`src/rtl/csc_pkg.sv`:
```
// Constants and types for the clamp, sync and channel configuration block
package csc_pkg;

  // ---------------------------------------------------------------------------
  // Register indices (byte address is four times the index)
  // ---------------------------------------------------------------------------
  localparam logic [5:0] CSC_IDX_COAST_CLAMP = 6'h18;
  localparam logic [5:0] CSC_IDX_PLACEMENT   = 6'h19;
  localparam logic [5:0] CSC_IDX_DURATION    = 6'h1a;
  localparam logic [5:0] CSC_IDX_CLAMP_OFS   = 6'h1b;
  localparam logic [5:0] CSC_IDX_TEST_BYTE   = 6'h1c;
  localparam logic [5:0] CSC_IDX_GREEN_SYNC  = 6'h1d;
  localparam logic [5:0] CSC_IDX_POWER_CHAN  = 6'h1e;
  localparam logic [5:0] CSC_IDX_STATUS      = 6'h30;

  // ---------------------------------------------------------------------------
  // Values after reset
  // ---------------------------------------------------------------------------
  localparam logic [7:0] CSC_RST_COAST_CLAMP = 8'h20;
  localparam logic [7:0] CSC_RST_PLACEMENT   = 8'h08;
  localparam logic [7:0] CSC_RST_DURATION    = 8'h20;
  localparam logic [7:0] CSC_RST_CLAMP_OFS   = 8'h5b;
  localparam logic [7:0] CSC_RST_TEST_BYTE   = 8'hff;
  localparam logic [7:0] CSC_RST_GREEN_SYNC  = 8'h78;
  localparam logic [7:0] CSC_RST_POWER_CHAN  = 8'h30;

  // ---------------------------------------------------------------------------
  // Field positions
  // ---------------------------------------------------------------------------
  localparam int CSC_CC_COAST_SRC   = 7;
  localparam int CSC_CC_COAST_OVR   = 6;
  localparam int CSC_CC_COAST_POL   = 5;
  localparam int CSC_CC_CLAMP_SRC   = 4;
  localparam int CSC_CC_TARGET_HI   = 3;
  localparam int CSC_CC_TARGET_LO   = 1;
  localparam int CSC_CO_POL_OVR     = 7;
  localparam int CSC_CO_POL         = 6;
  localparam int CSC_CO_AUTO_EN     = 5;
  localparam int CSC_CO_UPD_HI      = 4;
  localparam int CSC_CO_UPD_LO      = 3;
  localparam int CSC_GS_THR_HI      = 7;
  localparam int CSC_GS_THR_LO      = 3;
  localparam int CSC_GS_MON_POL     = 2;
  localparam int CSC_GS_MON_SEL_HI  = 1;
  localparam int CSC_GS_MON_SEL_LO  = 0;
  localparam int CSC_PW_CHAN_OVR    = 7;
  localparam int CSC_PW_CHAN_SEL    = 6;
  localparam int CSC_PW_BANDWIDTH   = 5;
  localparam int CSC_PW_AUTO_PD     = 4;

  // ---------------------------------------------------------------------------
  // Auto-offset update periods and sync monitor sources
  // ---------------------------------------------------------------------------
  localparam logic [7:0] CSC_UPD_EVERY_3   = 8'h03;
  localparam logic [7:0] CSC_UPD_EVERY_48  = 8'h30;
  localparam logic [7:0] CSC_UPD_EVERY_192 = 8'hc0;
  localparam logic [1:0] CSC_UPD_VSYNC     = 2'h3;
  localparam logic [1:0] CSC_MON_RAW_GREEN = 2'h0;
  localparam logic [1:0] CSC_MON_RAW_LINE  = 2'h1;
  localparam logic [1:0] CSC_MON_REGEN     = 2'h2;
  localparam logic [1:0] CSC_MON_FILTERED  = 2'h3;

  // ---------------------------------------------------------------------------
  // Timing
  // ---------------------------------------------------------------------------
  localparam int         CSC_CLK_MHZ    = 25;
  localparam int         CSC_ACT_US     = 100;  // Line sync activity timeout
  localparam int         CSC_POL_IDLE_US = 20;  // Steady level taken as idle
  localparam logic [11:0] CSC_ACT_CYC   = 12'(CSC_ACT_US * CSC_CLK_MHZ);
  localparam logic [11:0] CSC_POL_CYC   = 12'(CSC_POL_IDLE_US * CSC_CLK_MHZ);

  // Pin bit positions in the synchronised input vector
  localparam int CSC_NPIN      = 7;
  localparam int CSC_PIN_LINE0 = 0;
  localparam int CSC_PIN_LINE1 = 1;
  localparam int CSC_PIN_GRN0  = 2;
  localparam int CSC_PIN_GRN1  = 3;
  localparam int CSC_PIN_VSYNC = 4;
  localparam int CSC_PIN_CLAMP = 5;
  localparam int CSC_PIN_COAST = 6;

  typedef enum logic [2:0] {
    CSC_CS_IDLE   = 3'b001,
    CSC_CS_PLACE  = 3'b010,
    CSC_CS_ACTIVE = 3'b100
  } csc_clamp_st_t;

endpackage

```
`src/rtl/csc_top.sv`:
```
// Clamp, sync monitor and channel configuration register bank with APB slave
// What this block does
// (RULE_01) Coast-clamp bit 4 picks internal Hsync clamp (0) or external clamp (1).
// (RULE_02) Bits 3,2,1 pick red, green, blue clamp target: ground or midscale.
// (RULE_03) Software keeps coast-clamp bit 0 at zero.
// (RULE_04) Internal clamp starts placement-register clocks after Hsync trailing edge.
// (RULE_05) Internal clamp lasts duration-register clocks, default 32.
// (RULE_06) External clamp polarity is automatic unless the override bit is set.
// (RULE_07) Polarity bit counts only under override: 0 active low, 1 high.
// (RULE_08) Bit 5 enables auto-offset; offsets then mean target clamp code.
// (RULE_09) Update field: every 3, 48, 192 clamps, or every 3 Vsyncs.
// (RULE_10) Software writes clamp-offset low bits as 011.
// (RULE_11) Software writes all ones to the factory test byte.
// (RULE_12) Green-sync bits 7:3 set the slicer comparator threshold.
// (RULE_13) Green-sync bit 2 sets monitor output polarity: 0 low, 1 high.
// (RULE_14) Monitor select: raw green, raw line sync, regenerated, filtered sync.
// (RULE_15) Channel override 0 lets the block choose the input channel.
// (RULE_16) Channel bit applies under override or when both channels have syncs.
// (RULE_17) Power bit 5 selects low (7 MHz) or high analog bandwidth.
// (RULE_18) Power bit 4 selects manual (0) or automatic (1) power-down.
// (RULE_19) Coast-clamp bit 7 picks Vsync-derived coast or external coast pin.
// (RULE_20) Clamp counters restart each Hsync trailing edge, drive only internal clamp; edges during an active pulse are ignored.
// (RULE_21) Registers reset to defaults; writes apply next sync, pulses undisturbed; code delays only placement and duration, others apply next cycle.
`timescale 1ns/10ps
module csc_top
  import csc_pkg::*;
(
  input  wire logic        core_clk_in,
  input  wire logic        rst_n_in,
  input  wire logic        psel_in,
  input  wire logic        penable_in,
  input  wire logic        pwrite_in,
  input  wire logic [7:0]  paddr_in,
  input  wire logic [31:0] pwdata_in,
  output logic             pready_out,
  output logic [31:0]      prdata_out,
  output logic             pslverr_out,
  input  wire logic        line_sync_input_zero_in,
  input  wire logic        line_sync_input_one_in,
  input  wire logic        green_sync_input_zero_in,
  input  wire logic        green_sync_input_one_in,
  input  wire logic        vsync_in,
  input  wire logic        ext_clamp_in,
  input  wire logic        ext_coast_in,
  input  wire logic        regen_sync_in,
  input  wire logic        filtered_sync_in,
  output logic             clamp_out,
  output logic [2:0]       clamp_midscale_out,
  output logic             coast_out,
  output logic             sync_monitor_output_out,
  output logic [4:0]       slicer_threshold_out,
  output logic             bandwidth_high_out,
  output logic             auto_power_down_out,
  output logic             channel_sel_out,
  output logic             auto_offset_en_out,
  output logic             offset_update_out
);

  // ---------------------------------------------------------------------------
  // State
  // ---------------------------------------------------------------------------
  typedef struct packed {
    logic [CSC_NPIN-1:0] s1;
    logic [CSC_NPIN-1:0] s2;
    logic [CSC_NPIN-1:0] s3;
    logic [CSC_NPIN-1:0] pin;
    logic [CSC_NPIN-1:0] pin_prev;
    logic [7:0]          cc;
    logic [7:0]          place;
    logic [7:0]          dur;
    logic [7:0]          co;
    logic [7:0]          test;
    logic [7:0]          gs;
    logic [7:0]          pw;
    csc_clamp_st_t       st;
    logic [7:0]          cnt;
    logic [7:0]          dur_l;
    logic [7:0]          upd_cnt;
    logic [11:0]         act_cnt0;
    logic [11:0]         act_cnt1;
    logic                act0;
    logic                act1;
    logic [11:0]         pol_cnt;
    logic                pol_auto;
    logic                clamp_prev;
    logic                clamp;
    logic [2:0]          target;
    logic                coast;
    logic                mon;
    logic                chan;
    logic                upd;
    logic                pready;
    logic [31:0]         prdata;
    logic                pslverr;
  } csc_state_t;

  csc_state_t q;
  csc_state_t d;

  // Mapped register check, shared by read and write decode
  function automatic logic csc_known(input logic [5:0] idx);
    csc_known = (idx >= CSC_IDX_COAST_CLAMP && idx <= CSC_IDX_POWER_CHAN) ||
                (idx == CSC_IDX_STATUS);
  endfunction

  // Update period in events for the auto-offset loop
  function automatic logic [7:0] csc_upd_period(input logic [1:0] mode);
    case (mode)
      2'h0:    csc_upd_period = CSC_UPD_EVERY_3;
      2'h1:    csc_upd_period = CSC_UPD_EVERY_48;
      2'h2:    csc_upd_period = CSC_UPD_EVERY_192;
      default: csc_upd_period = CSC_UPD_EVERY_3;
    endcase
  endfunction

  logic [CSC_NPIN-1:0] pins_raw;
  assign pins_raw = {ext_coast_in, ext_clamp_in, vsync_in, green_sync_input_one_in,
                     green_sync_input_zero_in, line_sync_input_one_in,
                     line_sync_input_zero_in};

  logic       apb_acc;
  logic [5:0] apb_idx;
  logic       apb_ok;
  logic       line_cur;
  logic       line_prev;
  logic       trail;
  logic       ext_pol;
  logic       ext_act;
  logic       int_pulse;
  logic       upd_evt;
  logic       mon_src;
  logic       coast_pol;

  assign apb_acc = psel_in & penable_in;
  assign apb_idx = paddr_in[7:2];
  assign apb_ok  = (paddr_in[1:0] == 2'h0) && csc_known(apb_idx);

  // ---------------------------------------------------------------------------
  // Next-state logic
  // ---------------------------------------------------------------------------
  always_comb begin
    d = q;
    // Three-stage synchroniser; a change counts once stages two and three agree
    d.s1 = pins_raw;
    d.s2 = q.s1;
    d.s3 = q.s2;
    d.pin_prev = q.pin;
    for (int i = 0; i < CSC_NPIN; i++) begin
      if (q.s2[i] == q.s3[i]) begin
        d.pin[i] = q.s3[i];
      end
    end

    // Line sync activity per channel, restarted by each leading edge
    if (q.pin[CSC_PIN_LINE0] & ~q.pin_prev[CSC_PIN_LINE0]) begin
      d.act_cnt0 = '0;
      d.act0     = 1'b1;
    end else if (q.act_cnt0 == CSC_ACT_CYC) begin
      d.act0 = 1'b0;
    end else begin
      d.act_cnt0 = q.act_cnt0 + 12'h001;
    end
    if (q.pin[CSC_PIN_LINE1] & ~q.pin_prev[CSC_PIN_LINE1]) begin
      d.act_cnt1 = '0;
      d.act1     = 1'b1;
    end else if (q.act_cnt1 == CSC_ACT_CYC) begin
      d.act1 = 1'b0;
    end else begin
      d.act_cnt1 = q.act_cnt1 + 12'h001;
    end

    // RULE_15 RULE_16 channel choice
    if (q.pw[CSC_PW_CHAN_OVR] || (q.act0 && q.act1)) begin
      d.chan = q.pw[CSC_PW_CHAN_SEL];
    end else if (q.act0) begin
      d.chan = 1'b0;
    end else if (q.act1) begin
      d.chan = 1'b1;
    end

    // Line sync treated active high; its trailing edge is the falling edge
    line_cur  = q.chan ? q.pin[CSC_PIN_LINE1] : q.pin[CSC_PIN_LINE0];
    line_prev = q.chan ? q.pin_prev[CSC_PIN_LINE1] : q.pin_prev[CSC_PIN_LINE0];
    trail     = line_prev & ~line_cur;

    // RULE_04 RULE_05 RULE_20 RULE_21 placement and duration counting
    case (q.st)
      CSC_CS_IDLE: begin
        if (trail) begin
          d.st    = CSC_CS_PLACE;
          d.cnt   = q.place;
          d.dur_l = q.dur;
        end
      end
      CSC_CS_PLACE: begin
        // Duration is latched at the edge so a write mid-line waits a line
        if (trail) begin
          d.cnt   = q.place;
          d.dur_l = q.dur;
        end else if (q.cnt != 8'h00) begin
          d.cnt = q.cnt - 8'h01;
        end else if (q.dur_l != 8'h00) begin
          d.st  = CSC_CS_ACTIVE;
          d.cnt = q.dur_l - 8'h01;
        end else begin
          d.st = CSC_CS_IDLE;
        end
      end
      CSC_CS_ACTIVE: begin
        // A pulse in progress runs to its end; a new edge here is not counted
        if (q.cnt != 8'h00) begin
          d.cnt = q.cnt - 8'h01;
        end else begin
          d.st = CSC_CS_IDLE;
        end
      end
      default: begin
        d.st  = CSC_CS_IDLE;
        d.cnt = 8'h00;
      end
    endcase
    int_pulse = (q.st == CSC_CS_ACTIVE);

    // RULE_06 RULE_07 external clamp polarity, automatic from the idle level
    if (q.pin[CSC_PIN_CLAMP] != q.pin_prev[CSC_PIN_CLAMP]) begin
      d.pol_cnt = '0;
    end else if (q.pol_cnt == CSC_POL_CYC) begin
      d.pol_auto = ~q.pin[CSC_PIN_CLAMP];
    end else begin
      d.pol_cnt = q.pol_cnt + 12'h001;
    end
    ext_pol = q.co[CSC_CO_POL_OVR] ? q.co[CSC_CO_POL] : q.pol_auto;
    ext_act = ext_pol ? q.pin[CSC_PIN_CLAMP] : ~q.pin[CSC_PIN_CLAMP];

    // RULE_01 clamp source select
    d.clamp      = q.cc[CSC_CC_CLAMP_SRC] ? ext_act : int_pulse;
    d.clamp_prev = q.clamp;
    // RULE_02 per-channel clamp target
    d.target     = q.cc[CSC_CC_TARGET_HI:CSC_CC_TARGET_LO];

    // RULE_19 coast source; external coast polarity honours its override
    coast_pol = q.cc[CSC_CC_COAST_OVR] ? q.cc[CSC_CC_COAST_POL] : 1'b1;
    d.coast   = q.cc[CSC_CC_COAST_SRC]
              ? (coast_pol ? q.pin[CSC_PIN_COAST] : ~q.pin[CSC_PIN_COAST])
              : q.pin[CSC_PIN_VSYNC];

    // RULE_08 RULE_09 auto-offset update scheduling
    d.upd = 1'b0;
    if (q.co[CSC_CO_UPD_HI:CSC_CO_UPD_LO] == CSC_UPD_VSYNC) begin
      upd_evt = q.pin[CSC_PIN_VSYNC] & ~q.pin_prev[CSC_PIN_VSYNC];
    end else begin
      upd_evt = q.clamp & ~q.clamp_prev;
    end
    if (!q.co[CSC_CO_AUTO_EN]) begin
      d.upd_cnt = 8'h00;
    end else if (upd_evt) begin
      if (q.upd_cnt + 8'h01 >= csc_upd_period(q.co[CSC_CO_UPD_HI:CSC_CO_UPD_LO])) begin
        d.upd_cnt = 8'h00;
        d.upd     = 1'b1;
      end else begin
        d.upd_cnt = q.upd_cnt + 8'h01;
      end
    end

    // RULE_14 RULE_13 sync monitor source and polarity
    case (q.gs[CSC_GS_MON_SEL_HI:CSC_GS_MON_SEL_LO])
      CSC_MON_RAW_GREEN: mon_src = q.chan ? q.pin[CSC_PIN_GRN1] : q.pin[CSC_PIN_GRN0];
      CSC_MON_RAW_LINE:  mon_src = line_cur;
      CSC_MON_REGEN:     mon_src = regen_sync_in;
      CSC_MON_FILTERED:  mon_src = filtered_sync_in;
      default:           mon_src = 1'b0;
    endcase
    d.mon = q.gs[CSC_GS_MON_POL] ? mon_src : ~mon_src;

    // APB: ready one cycle into the access phase, write on the ready edge
    d.pready  = apb_acc & ~q.pready;
    d.pslverr = apb_acc & ~q.pready & ~apb_ok;
    if (apb_acc & ~q.pready) begin
      d.prdata = 32'h0000_0000;
      if (!pwrite_in && apb_ok) begin
        case (apb_idx)
          CSC_IDX_COAST_CLAMP: d.prdata[7:0] = q.cc;
          CSC_IDX_PLACEMENT:   d.prdata[7:0] = q.place;
          CSC_IDX_DURATION:    d.prdata[7:0] = q.dur;
          CSC_IDX_CLAMP_OFS:   d.prdata[7:0] = q.co;
          CSC_IDX_TEST_BYTE:   d.prdata[7:0] = q.test;
          CSC_IDX_GREEN_SYNC:  d.prdata[7:0] = q.gs;
          CSC_IDX_POWER_CHAN:  d.prdata[7:0] = q.pw;
          CSC_IDX_STATUS:      d.prdata[7:0] = {3'h0, q.pol_auto, int_pulse,
                                                 q.act1, q.act0, q.chan};
          default:             d.prdata[7:0] = 8'h00;
        endcase
      end
    end
    if (apb_acc && q.pready && pwrite_in && apb_ok) begin
      case (apb_idx)
        CSC_IDX_COAST_CLAMP: d.cc    = pwdata_in[7:0];
        CSC_IDX_PLACEMENT:   d.place = pwdata_in[7:0];
        CSC_IDX_DURATION:    d.dur   = pwdata_in[7:0];
        CSC_IDX_CLAMP_OFS:   d.co    = pwdata_in[7:0];
        CSC_IDX_TEST_BYTE:   d.test  = pwdata_in[7:0];
        CSC_IDX_GREEN_SYNC:  d.gs    = pwdata_in[7:0];
        CSC_IDX_POWER_CHAN:  d.pw    = pwdata_in[7:0];
        default:             d.cc    = q.cc;
      endcase
    end
  end

  // ---------------------------------------------------------------------------
  // State register
  // ---------------------------------------------------------------------------
  // RULE_21 defaults on reset
  always_ff @(posedge core_clk_in) begin
    if (!rst_n_in) begin
      q       <= '0;
      q.st    <= CSC_CS_IDLE;
      q.cc    <= CSC_RST_COAST_CLAMP;
      q.place <= CSC_RST_PLACEMENT;
      q.dur   <= CSC_RST_DURATION;
      q.co    <= CSC_RST_CLAMP_OFS;
      q.test  <= CSC_RST_TEST_BYTE;
      q.gs    <= CSC_RST_GREEN_SYNC;
      q.pw    <= CSC_RST_POWER_CHAN;
      q.mon   <= 1'b1;
    end else begin
      q <= d;
    end
  end

  // Outputs straight from the state register
  assign pready_out              = q.pready;
  assign prdata_out              = q.prdata;
  assign pslverr_out             = q.pslverr;
  assign clamp_out               = q.clamp;
  assign clamp_midscale_out      = q.target;
  assign coast_out               = q.coast;
  assign sync_monitor_output_out = q.mon;
  // RULE_12 slicer threshold field
  assign slicer_threshold_out    = q.gs[CSC_GS_THR_HI:CSC_GS_THR_LO];
  // RULE_17 RULE_18 bandwidth and power-down mode
  assign bandwidth_high_out      = q.pw[CSC_PW_BANDWIDTH];
  assign auto_power_down_out     = q.pw[CSC_PW_AUTO_PD];
  assign channel_sel_out         = q.chan;
  assign auto_offset_en_out      = q.co[CSC_CO_AUTO_EN];
  assign offset_update_out       = q.upd;
endmodule

```
`config.mk`:
```
export PLATFORM = sky130hd
export DESIGN_NAME = csc_top
export DESIGN_NICKNAME = d
export VERILOG_FILES = /design/src/rtl/csc_pkg.sv /design/src/rtl/csc_top.sv
export SDC_FILE = /design/constraint.sdc
export NUM_CORES = 1
export LEC_CHECK = 0
export BUFFER_PORTS_ARGS = -buffer_cell sky130_fd_sc_hd__buf_2
export CAP_MARGIN = 20
export CORE_UTILIZATION = 60
export CTS_CLUSTER_DIAMETER = 80
export DETAILED_ROUTE_END_ITERATION = 16
export PLACE_DENSITY = 0.86
export SETUP_SLACK_MARGIN = 0.2
export SYNTH_ARGS = -nofsm -noshare
export SYNTH_HDL_FRONTEND = slang
export SYNTH_SLANG_ARGS = --single-unit
```
`constraint.sdc`:
```
create_clock -name core_clk_in -period 7.3 [get_ports core_clk_in]
set_input_delay 0 -clock core_clk_in [delete_from_list [all_inputs] [get_ports core_clk_in]]
set_output_delay 0 -clock core_clk_in [all_outputs]
set_load 0.01 [all_outputs]
```
==> results.sh, run 1 <==
export IMPL_run_status="complete, no violations"
export IMPL_dpl_cell_count=1145
export IMPL_power_switching_uw=441.1
export IMPL_clk_pin_slew_ps=70
export IMPL_timing_fmax_mhz=292.2
export IMPL_worstPathArrival_ps=3770
export IMPL_grt_overflow_total=0
export IMPL_synth_top_area_cell="dfxtp_1"
export IMPL_finalHoldViolations=0
export IMPL_post_synth_cell_area_avg_um2=8.351
export IMPL_detail_route_wl_per_cell_um=15.61
export IMPL_ys_seq_area_share_pct=43.47
export IMPL_antenna_left=0
export IMPL_detail_route_first_pass_iterations=8
export IMPL_start_util_pct=62.37
export IMPL_fillers=950
export IMPL_post_route_cells_drive_above_1_share_pct=11.23
export IMPL_tritoncts="yes"
export IMPL_max_slew_worst_pin_slew_ps=981.8
export IMPL_layout_cells_non_filler=1196
export IMPL_setup_repair_after_global_routing_missed_its_margin="false"
export IMPL_cts_repair_timing_setup_buffer_count=0
export IMPL_ys_flop_type="dfxtp_1"
export IMPL_finalClockSkew_ps=8.554
export IMPL_report_final_slew_viol_count=0
export IMPL_multiInputGateArea_um2=4068
export IMPL_grt_start_max_net_pins=68
export IMPL_num_nets_final=1085
export IMPL_ios=104
export IMPL_clock_tree_root_cell="clkbuf_16"
export IMPL_utilization_pct=70.24
export IMPL_worst_endpoint_required_ps=7640
export IMPL_cts_root_to_sink_buffers=2
export IMPL_synthCells=954
export IMPL_synth_top_cells_by_area="dfxtp_1 (43%), nand2_1 (8.6%), a21oi_1 (4.1%), buf_4 (4.1%), nor2_1 (3.8%)"
export IMPL_p_clk_share_pct=47.3
export IMPL_antenna_diode_count=0
export IMPL_kind_of_start_point_of_the_critical_path="register"
export IMPL_share_comb_of_total_power_pct=3.9
export IMPL_fin_total_pwr_uw=1970
export IMPL_p_leak_uw=0.003624
export IMPL_slew_headroom_pct=33.94
export IMPL_grt_usage_pct=28.51
export IMPL_route_detailed_vias_per_inst=5.761
export IMPL_number_of_buffers_created_by_cts=17
export IMPL_wirelength_um=18670
export IMPL_synth_distinct_cells=65
export IMPL_cts_sink_count=173
export IMPL_route_vias_total=6890
export IMPL_share_of_the_clock_period_used_by_the_worst_path_after_layout_pct=46.88
export IMPL_synth_top_cell_area_share_pct=43.47
export IMPL_final_setup_viol_count=0
export IMPL_detail_route_drc_violations=0
export IMPL_power_density_nw_per_um2=219.6
export IMPL_seq_power_share_pct=48.8
export IMPL_grt_first_pass_wirelength_um=29760
export IMPL_critPathMaxFanout=7
export IMPL_max_vdd_ir_drop_uv=183.9
export IMPL_synthesis_yosys_warnings=0
export IMPL_core_area_um2=12770
export IMPL_period_needed_ps=3422
export IMPL_grt_antenna_before_repair=0
export IMPL_initialDrtViolationCount=788
export IMPL_place_detailed_hpwl_um=12300
export IMPL_clock_latency_of_the_later_clocked_register_in_the_worst_skew_pair_ps=430
export IMPL_critical_path_endpoint_type="register"
export IMPL_maxCapViolCount=0
export IMPL_grt_pass1_vias=6006
export IMPL_layout_area_seq_um2=3463
export IMPL_die_w_um=117.2
export IMPL_die_height_um=117.2
export IMPL_synth_edf_count=0
export IMPL_path_class="reg -> reg"
export IMPL_setup_tns_ps=0
export IMPL_worst_hold_path_type="in -> reg"
export IMPL_cts_htree_levels=4
export IMPL_placement_io_buffers=55
export IMPL_gp_routability_congestion=0.9079
export IMPL_core_rowCount=41
export IMPL_area_growth_pct=12.63
export IMPL_p_sw_share_pct=22.39
export IMPL_die_area_um2=13740
export IMPL_syn_cell_area_um2=7966
export IMPL_synth_ff_latch_count=173
export IMPL_cell_int_power_uw=1529
export IMPL_synth_async_sr_flop_share_pct=0
==> stage by stage <==
step	area (um^2)	setup WS, ps	hold WS, ps
after floorplan	8053	4606	124.1
after global placement	8179	4179	206.5
after global routing	8972	3564	64.61
after detailed placement	8179	4071	213.5
final	8972	3878	51.53
after CTS	8952	3979	50.11
==> synth_stat cells, types with 5 or more instances <==
| cell type | instances |
|---|---|
| nor3_1 | 16 |
| nand3_1 | 46 |
| a21oi_1 | 66 |
| nand4_1 | 9 |
| nor4_1 | 8 |
| nor2b_1 | 5 |
| o21ai_0 | 38 |
| a222oi_1 | 6 |
| xnor2_1 | 23 |
| clkbuf_1 | 21 |
| ha_1 | 20 |
| and3_1 | 9 |
| inv_1 | 28 |
| and2_1 | 32 |
| a22oi_1 | 30 |
| nand2_1 | 183 |
| dfxtp_1 | 173 |
| nand2b_1 | 11 |
| buf_4 | 43 |
| mux2i_1 | 12 |
| a211oi_1 | 7 |
| nor2_1 | 80 |
| xor2_1 | 26 |
==> logic make-up (layout without fill, tap and decap cells) <==
logic type | after synthesis | count (layout) | share of synthesized area (%)
adder cells (fa/ha/maj) | 20 | 20 | 3.141
AO/OA/AOI/OAI | 174 | 174 | 13.87
buffers and inverters | 94 | 141 | 6.549
XOR/XNOR | 49 | 49 | 5.387
multiplexers | 16 | 16 | 2.215
flip-flops | 173 | 173 | 43.47
other | 1 | 24 | 0.04707
AND/OR/NAND/NOR | 427 | 427 | 25.32
==> state kept, by name (all words and copies together) (netlist names), 3 cells and up <==
name                  cells
d                        24
q                       123
clamp_midscale_out        3
slicer_threshold_out      5
prdata_out                8
==> layout make-up <==
cell class	instances	area share (%)
Clock buffer	19	4.825
Clock inverter	13	2.008
Inverter	28	1.171
Multi-Input combinational cell	710	45.34
Sequential cell	173	38.60
Tap cell	172	2.399
Timing Repair Buffer	81	5.662
==> routing by layer <==
metal | routed length [um] | GRT usage [%]
met3 | 1663 | 7.724
met2 | 8589 | 43.80
met1 | 8017 | 38.56
met5 | 0 | 0
met4 | 396 | 10.04
==> what timing repair did <==
item	in CTS	in global routing
hold endpoints to repair	71	0
hold buffers	16	0
gates resized for setup	0	0
==> worst paths after layout <==
kind / cells past startpoint / from / slack (ps) / to
setup / recovery: 12 / q[82] / 3880 / q[86]
hold / removal: 4 / paddr_in[2] / 50 / pslverr_out
setup reg to reg: 12 / q[82] / 3880 / q[86]
hold reg to reg: 1 / d[190] / 440 / d[183]
==> critical path, stage by stage (launching register included) <==
cell and delay (ps):
dfxtp_1 410, ha_1 270, nand3_1 190, inv_1 110
and3_1 170, xnor2_1 150, inv_1 80, ha_1 300
nand4_1 100, a21oi_1 50, a2111oi_0 810, nand4_1 420
o31ai_1 280
==> power by group through the flow <==
stage	Clock (uW)	Combinational (uW)	Sequential, uW
2_1_floorplan	0	52.8	981
3_3_place_gp	0	66.0	982
3_5_place_dp	0	67.1	983
4_1_cts	944	74.4	961
5_1_grt	993	83.4	963
6_report	932	76.3	962
==> layout by cell type (no fill, tap or decap), types with 11 or more instances in the layout <==
master	count
xor2_1	26
inv_1	27
a21oi_1	66
and2_1	32
dlygate4sd3_1	16
nor3_1	16
nand2_1	183
a22oi_1	30
nor2_1	80
buf_2	55
o21ai_0	38
mux2i_1	12
clkbuf_16	17
nand2b_1	11
xnor2_1	23
dfxtp_1	173
conb_1	24
nand3_1	46
ha_1	20
Power figures use the tool's default switching activity.
==> run 2: changes to the inputs <==
--- a/config.mk
+++ b/config.mk
@@ -7,10 +7,10 @@
 export LEC_CHECK = 0
 export BUFFER_PORTS_ARGS = -buffer_cell sky130_fd_sc_hd__buf_2
 export CAP_MARGIN = 20
-export CORE_UTILIZATION = 60
+export CORE_UTILIZATION = 58
 export CTS_CLUSTER_DIAMETER = 80
 export DETAILED_ROUTE_END_ITERATION = 16
-export PLACE_DENSITY = 0.86
+export PLACE_DENSITY = 0.84
 export SETUP_SLACK_MARGIN = 0.2
 export SYNTH_ARGS = -nofsm -noshare
 export SYNTH_HDL_FRONTEND = slang
==> constraint.sdc (replaced) <==
create_clock -name core_clk_in -period 3.18 [get_ports core_clk_in]
set_input_delay 0 -clock core_clk_in [delete_from_list [all_inputs] [get_ports core_clk_in]]
set_output_delay 0 -clock core_clk_in [all_outputs]
set_load 0.01 [all_outputs]
==> run 2 against run 1 <==
Count of clock-buffer cells in the layout up 1. Worst hold slack better by 11 ps. Clock skew up 2.1 ps. Clock power up 140%. Sequential power up 130%. Via count up 0.22%. Critical endpoint unchanged.
==> results.sh, run 2 (synthesis gave the netlist of run 1 again) <==
export IMPL_layout_commonest_cell="nand2_1"
export IMPL_share_of_the_clock_period_used_by_the_worst_path_after_layout_pct=83.96
export IMPL_finalClockSkew_ps=10.65
export IMPL_detail_route_wl_per_cell_um=15.65
export IMPL_setup_repair_after_global_routing_missed_its_margin="false"
export IMPL_worst_endpoint_required_ps=3520
export IMPL_cp_buffers_inverters=4
export IMPL_placement_io_buffers=55
export IMPL_critical_path_endpoint_type="register"
export IMPL_power_density_nw_per_um2=506.7
export IMPL_report_final_slew_viol_count=0
export IMPL_cells_traversed_along_the_worst_timing_path="ha_2 > nand3_2 > inv_1 > and3_1 > xnor2_1 > inv_1 > ha_1 > nand2_1 > nor2_1 > a2111oi_2 > buf_4 > nand4_1 > buf_4 > o31ai_1"
export IMPL_route_vias_total=6905
export IMPL_clk_pin_slew_ps=70
export IMPL_kind_of_start_point_of_the_critical_path="register"
export IMPL_timing_fmax_mhz=374.5
export IMPL_run_status="complete, no violations"
export IMPL_fillers=1040
export IMPL_worstHoldPathCells=2
export IMPL_detail_route_first_pass_iterations=5
export IMPL_number_of_buffers_created_by_cts=17
export IMPL_die_height_um=119.2
export IMPL_worst_hold_path_type="in -> reg"
export IMPL_largest_register_ffs=123
export IMPL_route_detailed_vias_per_inst=5.740
export IMPL_worst_r2r_path_depth=14
export IMPL_final_cell_mix="nand2_1 (183), dfxtp_1 (172), nor2_1 (80)"
export IMPL_antenna_left=0
export IMPL_critPathMaxFanout=7
export IMPL_core_area_um2=13300
export IMPL_grt_usage_pct=27.70
export IMPL_path_class="reg -> reg"
export IMPL_ios=104
export IMPL_wirelength_um=18820
export IMPL_layout_setup_ws_ps=510.0
export IMPL_path_delay_family="adder cells"
export IMPL_tritoncts="yes"
export IMPL_hold_path_startpoint="rst_n_in"
export IMPL_finalHoldViolations=0
export IMPL_grt_start_max_net_pins=46
export IMPL_final_setup_viol_count=0
export IMPL_grt_pass1_vias=6390
export IMPL_area_growth_pct=13.40
export IMPL_cts_htree_levels=4
export IMPL_crit_slowest_cell="dfxtp_2"
export IMPL_r2r_start="q[82]"
export IMPL_max_slew_worst_pin_slew_ps=949.2
export IMPL_gp_routability_congestion=0.9278
export IMPL_post_route_cells_drive_above_1_share_pct=11.98
export IMPL_num_nets_final=1088
export IMPL_grt_overflow_total=0
export IMPL_initialDrtViolationCount=573
export IMPL_max_flop_register="q"
export IMPL_detail_route_drc_violations=0
export IMPL_cts_sink_count=173
export IMPL_place_ws_ps=170.6
export IMPL_grt_first_pass_wirelength_um=31240
export IMPL_worst_hold_path_endpoint="q[146]"
export IMPL_crit_reg2reg_capture="q[86]"
export IMPL_worstPathArrival_ps=3010
export IMPL_max_vdd_ir_drop_uv=488.6
export IMPL_worst_path_largest_cell_delay_ps=380
export IMPL_cts_root_to_sink_buffers=2
export IMPL_antenna_diode_count=0
export IMPL_die_area_um2=14210
export IMPL_maxCapViolCount=0
export IMPL_core_rowCount=42
export IMPL_p_leak_uw=0.003653
export IMPL_start_util_pct=59.92
export IMPL_slew_headroom_pct=36.14
export IMPL_period_needed_ps=2670
export IMPL_r2r_slack_ps=510
export IMPL_clock_latency_of_the_later_clocked_register_in_the_worst_skew_pair_ps=430
export IMPL_clock_tree_root_cell="clkbuf_16"
export IMPL_die_w_um=119.2
export IMPL_place_detailed_hpwl_um=12830
export IMPL_grt_antenna_before_repair=0
export IMPL_setup_tns_ps=0
run 2: worst register-to-register path, stage by stage (launching register included):
cell	delay (ps)
dfxtp_2	380
ha_2	240
nand3_2	130
inv_1	90
and3_1	170
xnor2_1	130
inv_1	60
ha_1	300
nand2_1	80
nor2_1	50
a2111oi_2	330
buf_4	170
nand4_1	80
buf_4	190
o31ai_1	180
run 2: cell type report:
type	count	area (um^2)	share of cell area, %
flip-flops and latches	173	3465	38.35
well taps	176	220.2	2.438
inverters	28	105.1	1.163
repair buffers	84	533.0	5.900
multi-input cells	710	4081	45.18
clock inverters	12	172.7	1.911
clock buffers	20	456.7	5.055
run 2: through the flow:
stage                     hold WS (ps)  std cells  instance area, um^2  total power, uW  utilization [%]
after floorplan                  124.1        977                 8053             2373                -
after global placement           206.6       1154                 8222             2407            61.84
after detailed placement         210.5       1154                 8222             2410            61.84
after CTS                        49.28       1203                 9019             4596            67.83
after global routing             63.63       1203                 9034             4713            67.95
final                            62.98       1203                 9034             4578            67.95
run 2: layer usage:
layer,up-vias,routed length (um),track usage [%]
li1,3345,-,-
met1,3237,8147,35.90
met2,272,8760,43.46
met3,51,1422,7.567
met4,0,491,11.31
met5,-,0,0
run 2: power by group:
| group | switching [uW] | internal [uW] |
|---|---|---|
| combinational | 112 | 62.7 |
| sequential | 18.0 | 2190 |
| clock | 894 | 1300 |
| total | 1020 | 3550 |
run 2: worst max-delay path by stage:
stage               startpoint  slack [ps]  cells past startpoint  endpoint
CTS                      q[82]         240                     14     q[86]
global route             q[82]         220                     14     q[82]
finish                   q[82]         510                     14     q[86]
floorplan                q[82]         490                     12     q[86]
detailed placement       q[82]         170                     13     q[86]
global placement         q[82]         310                     13     q[86]
run 2: timing repair:
item | CTS | global route
endpoints found under the hold margin | 67 | 0
hold buffers | 16 | 0
setup buffers | 1 | 0
endpoints found under the setup margin | 7 | 8
resized for setup | 0 | 6
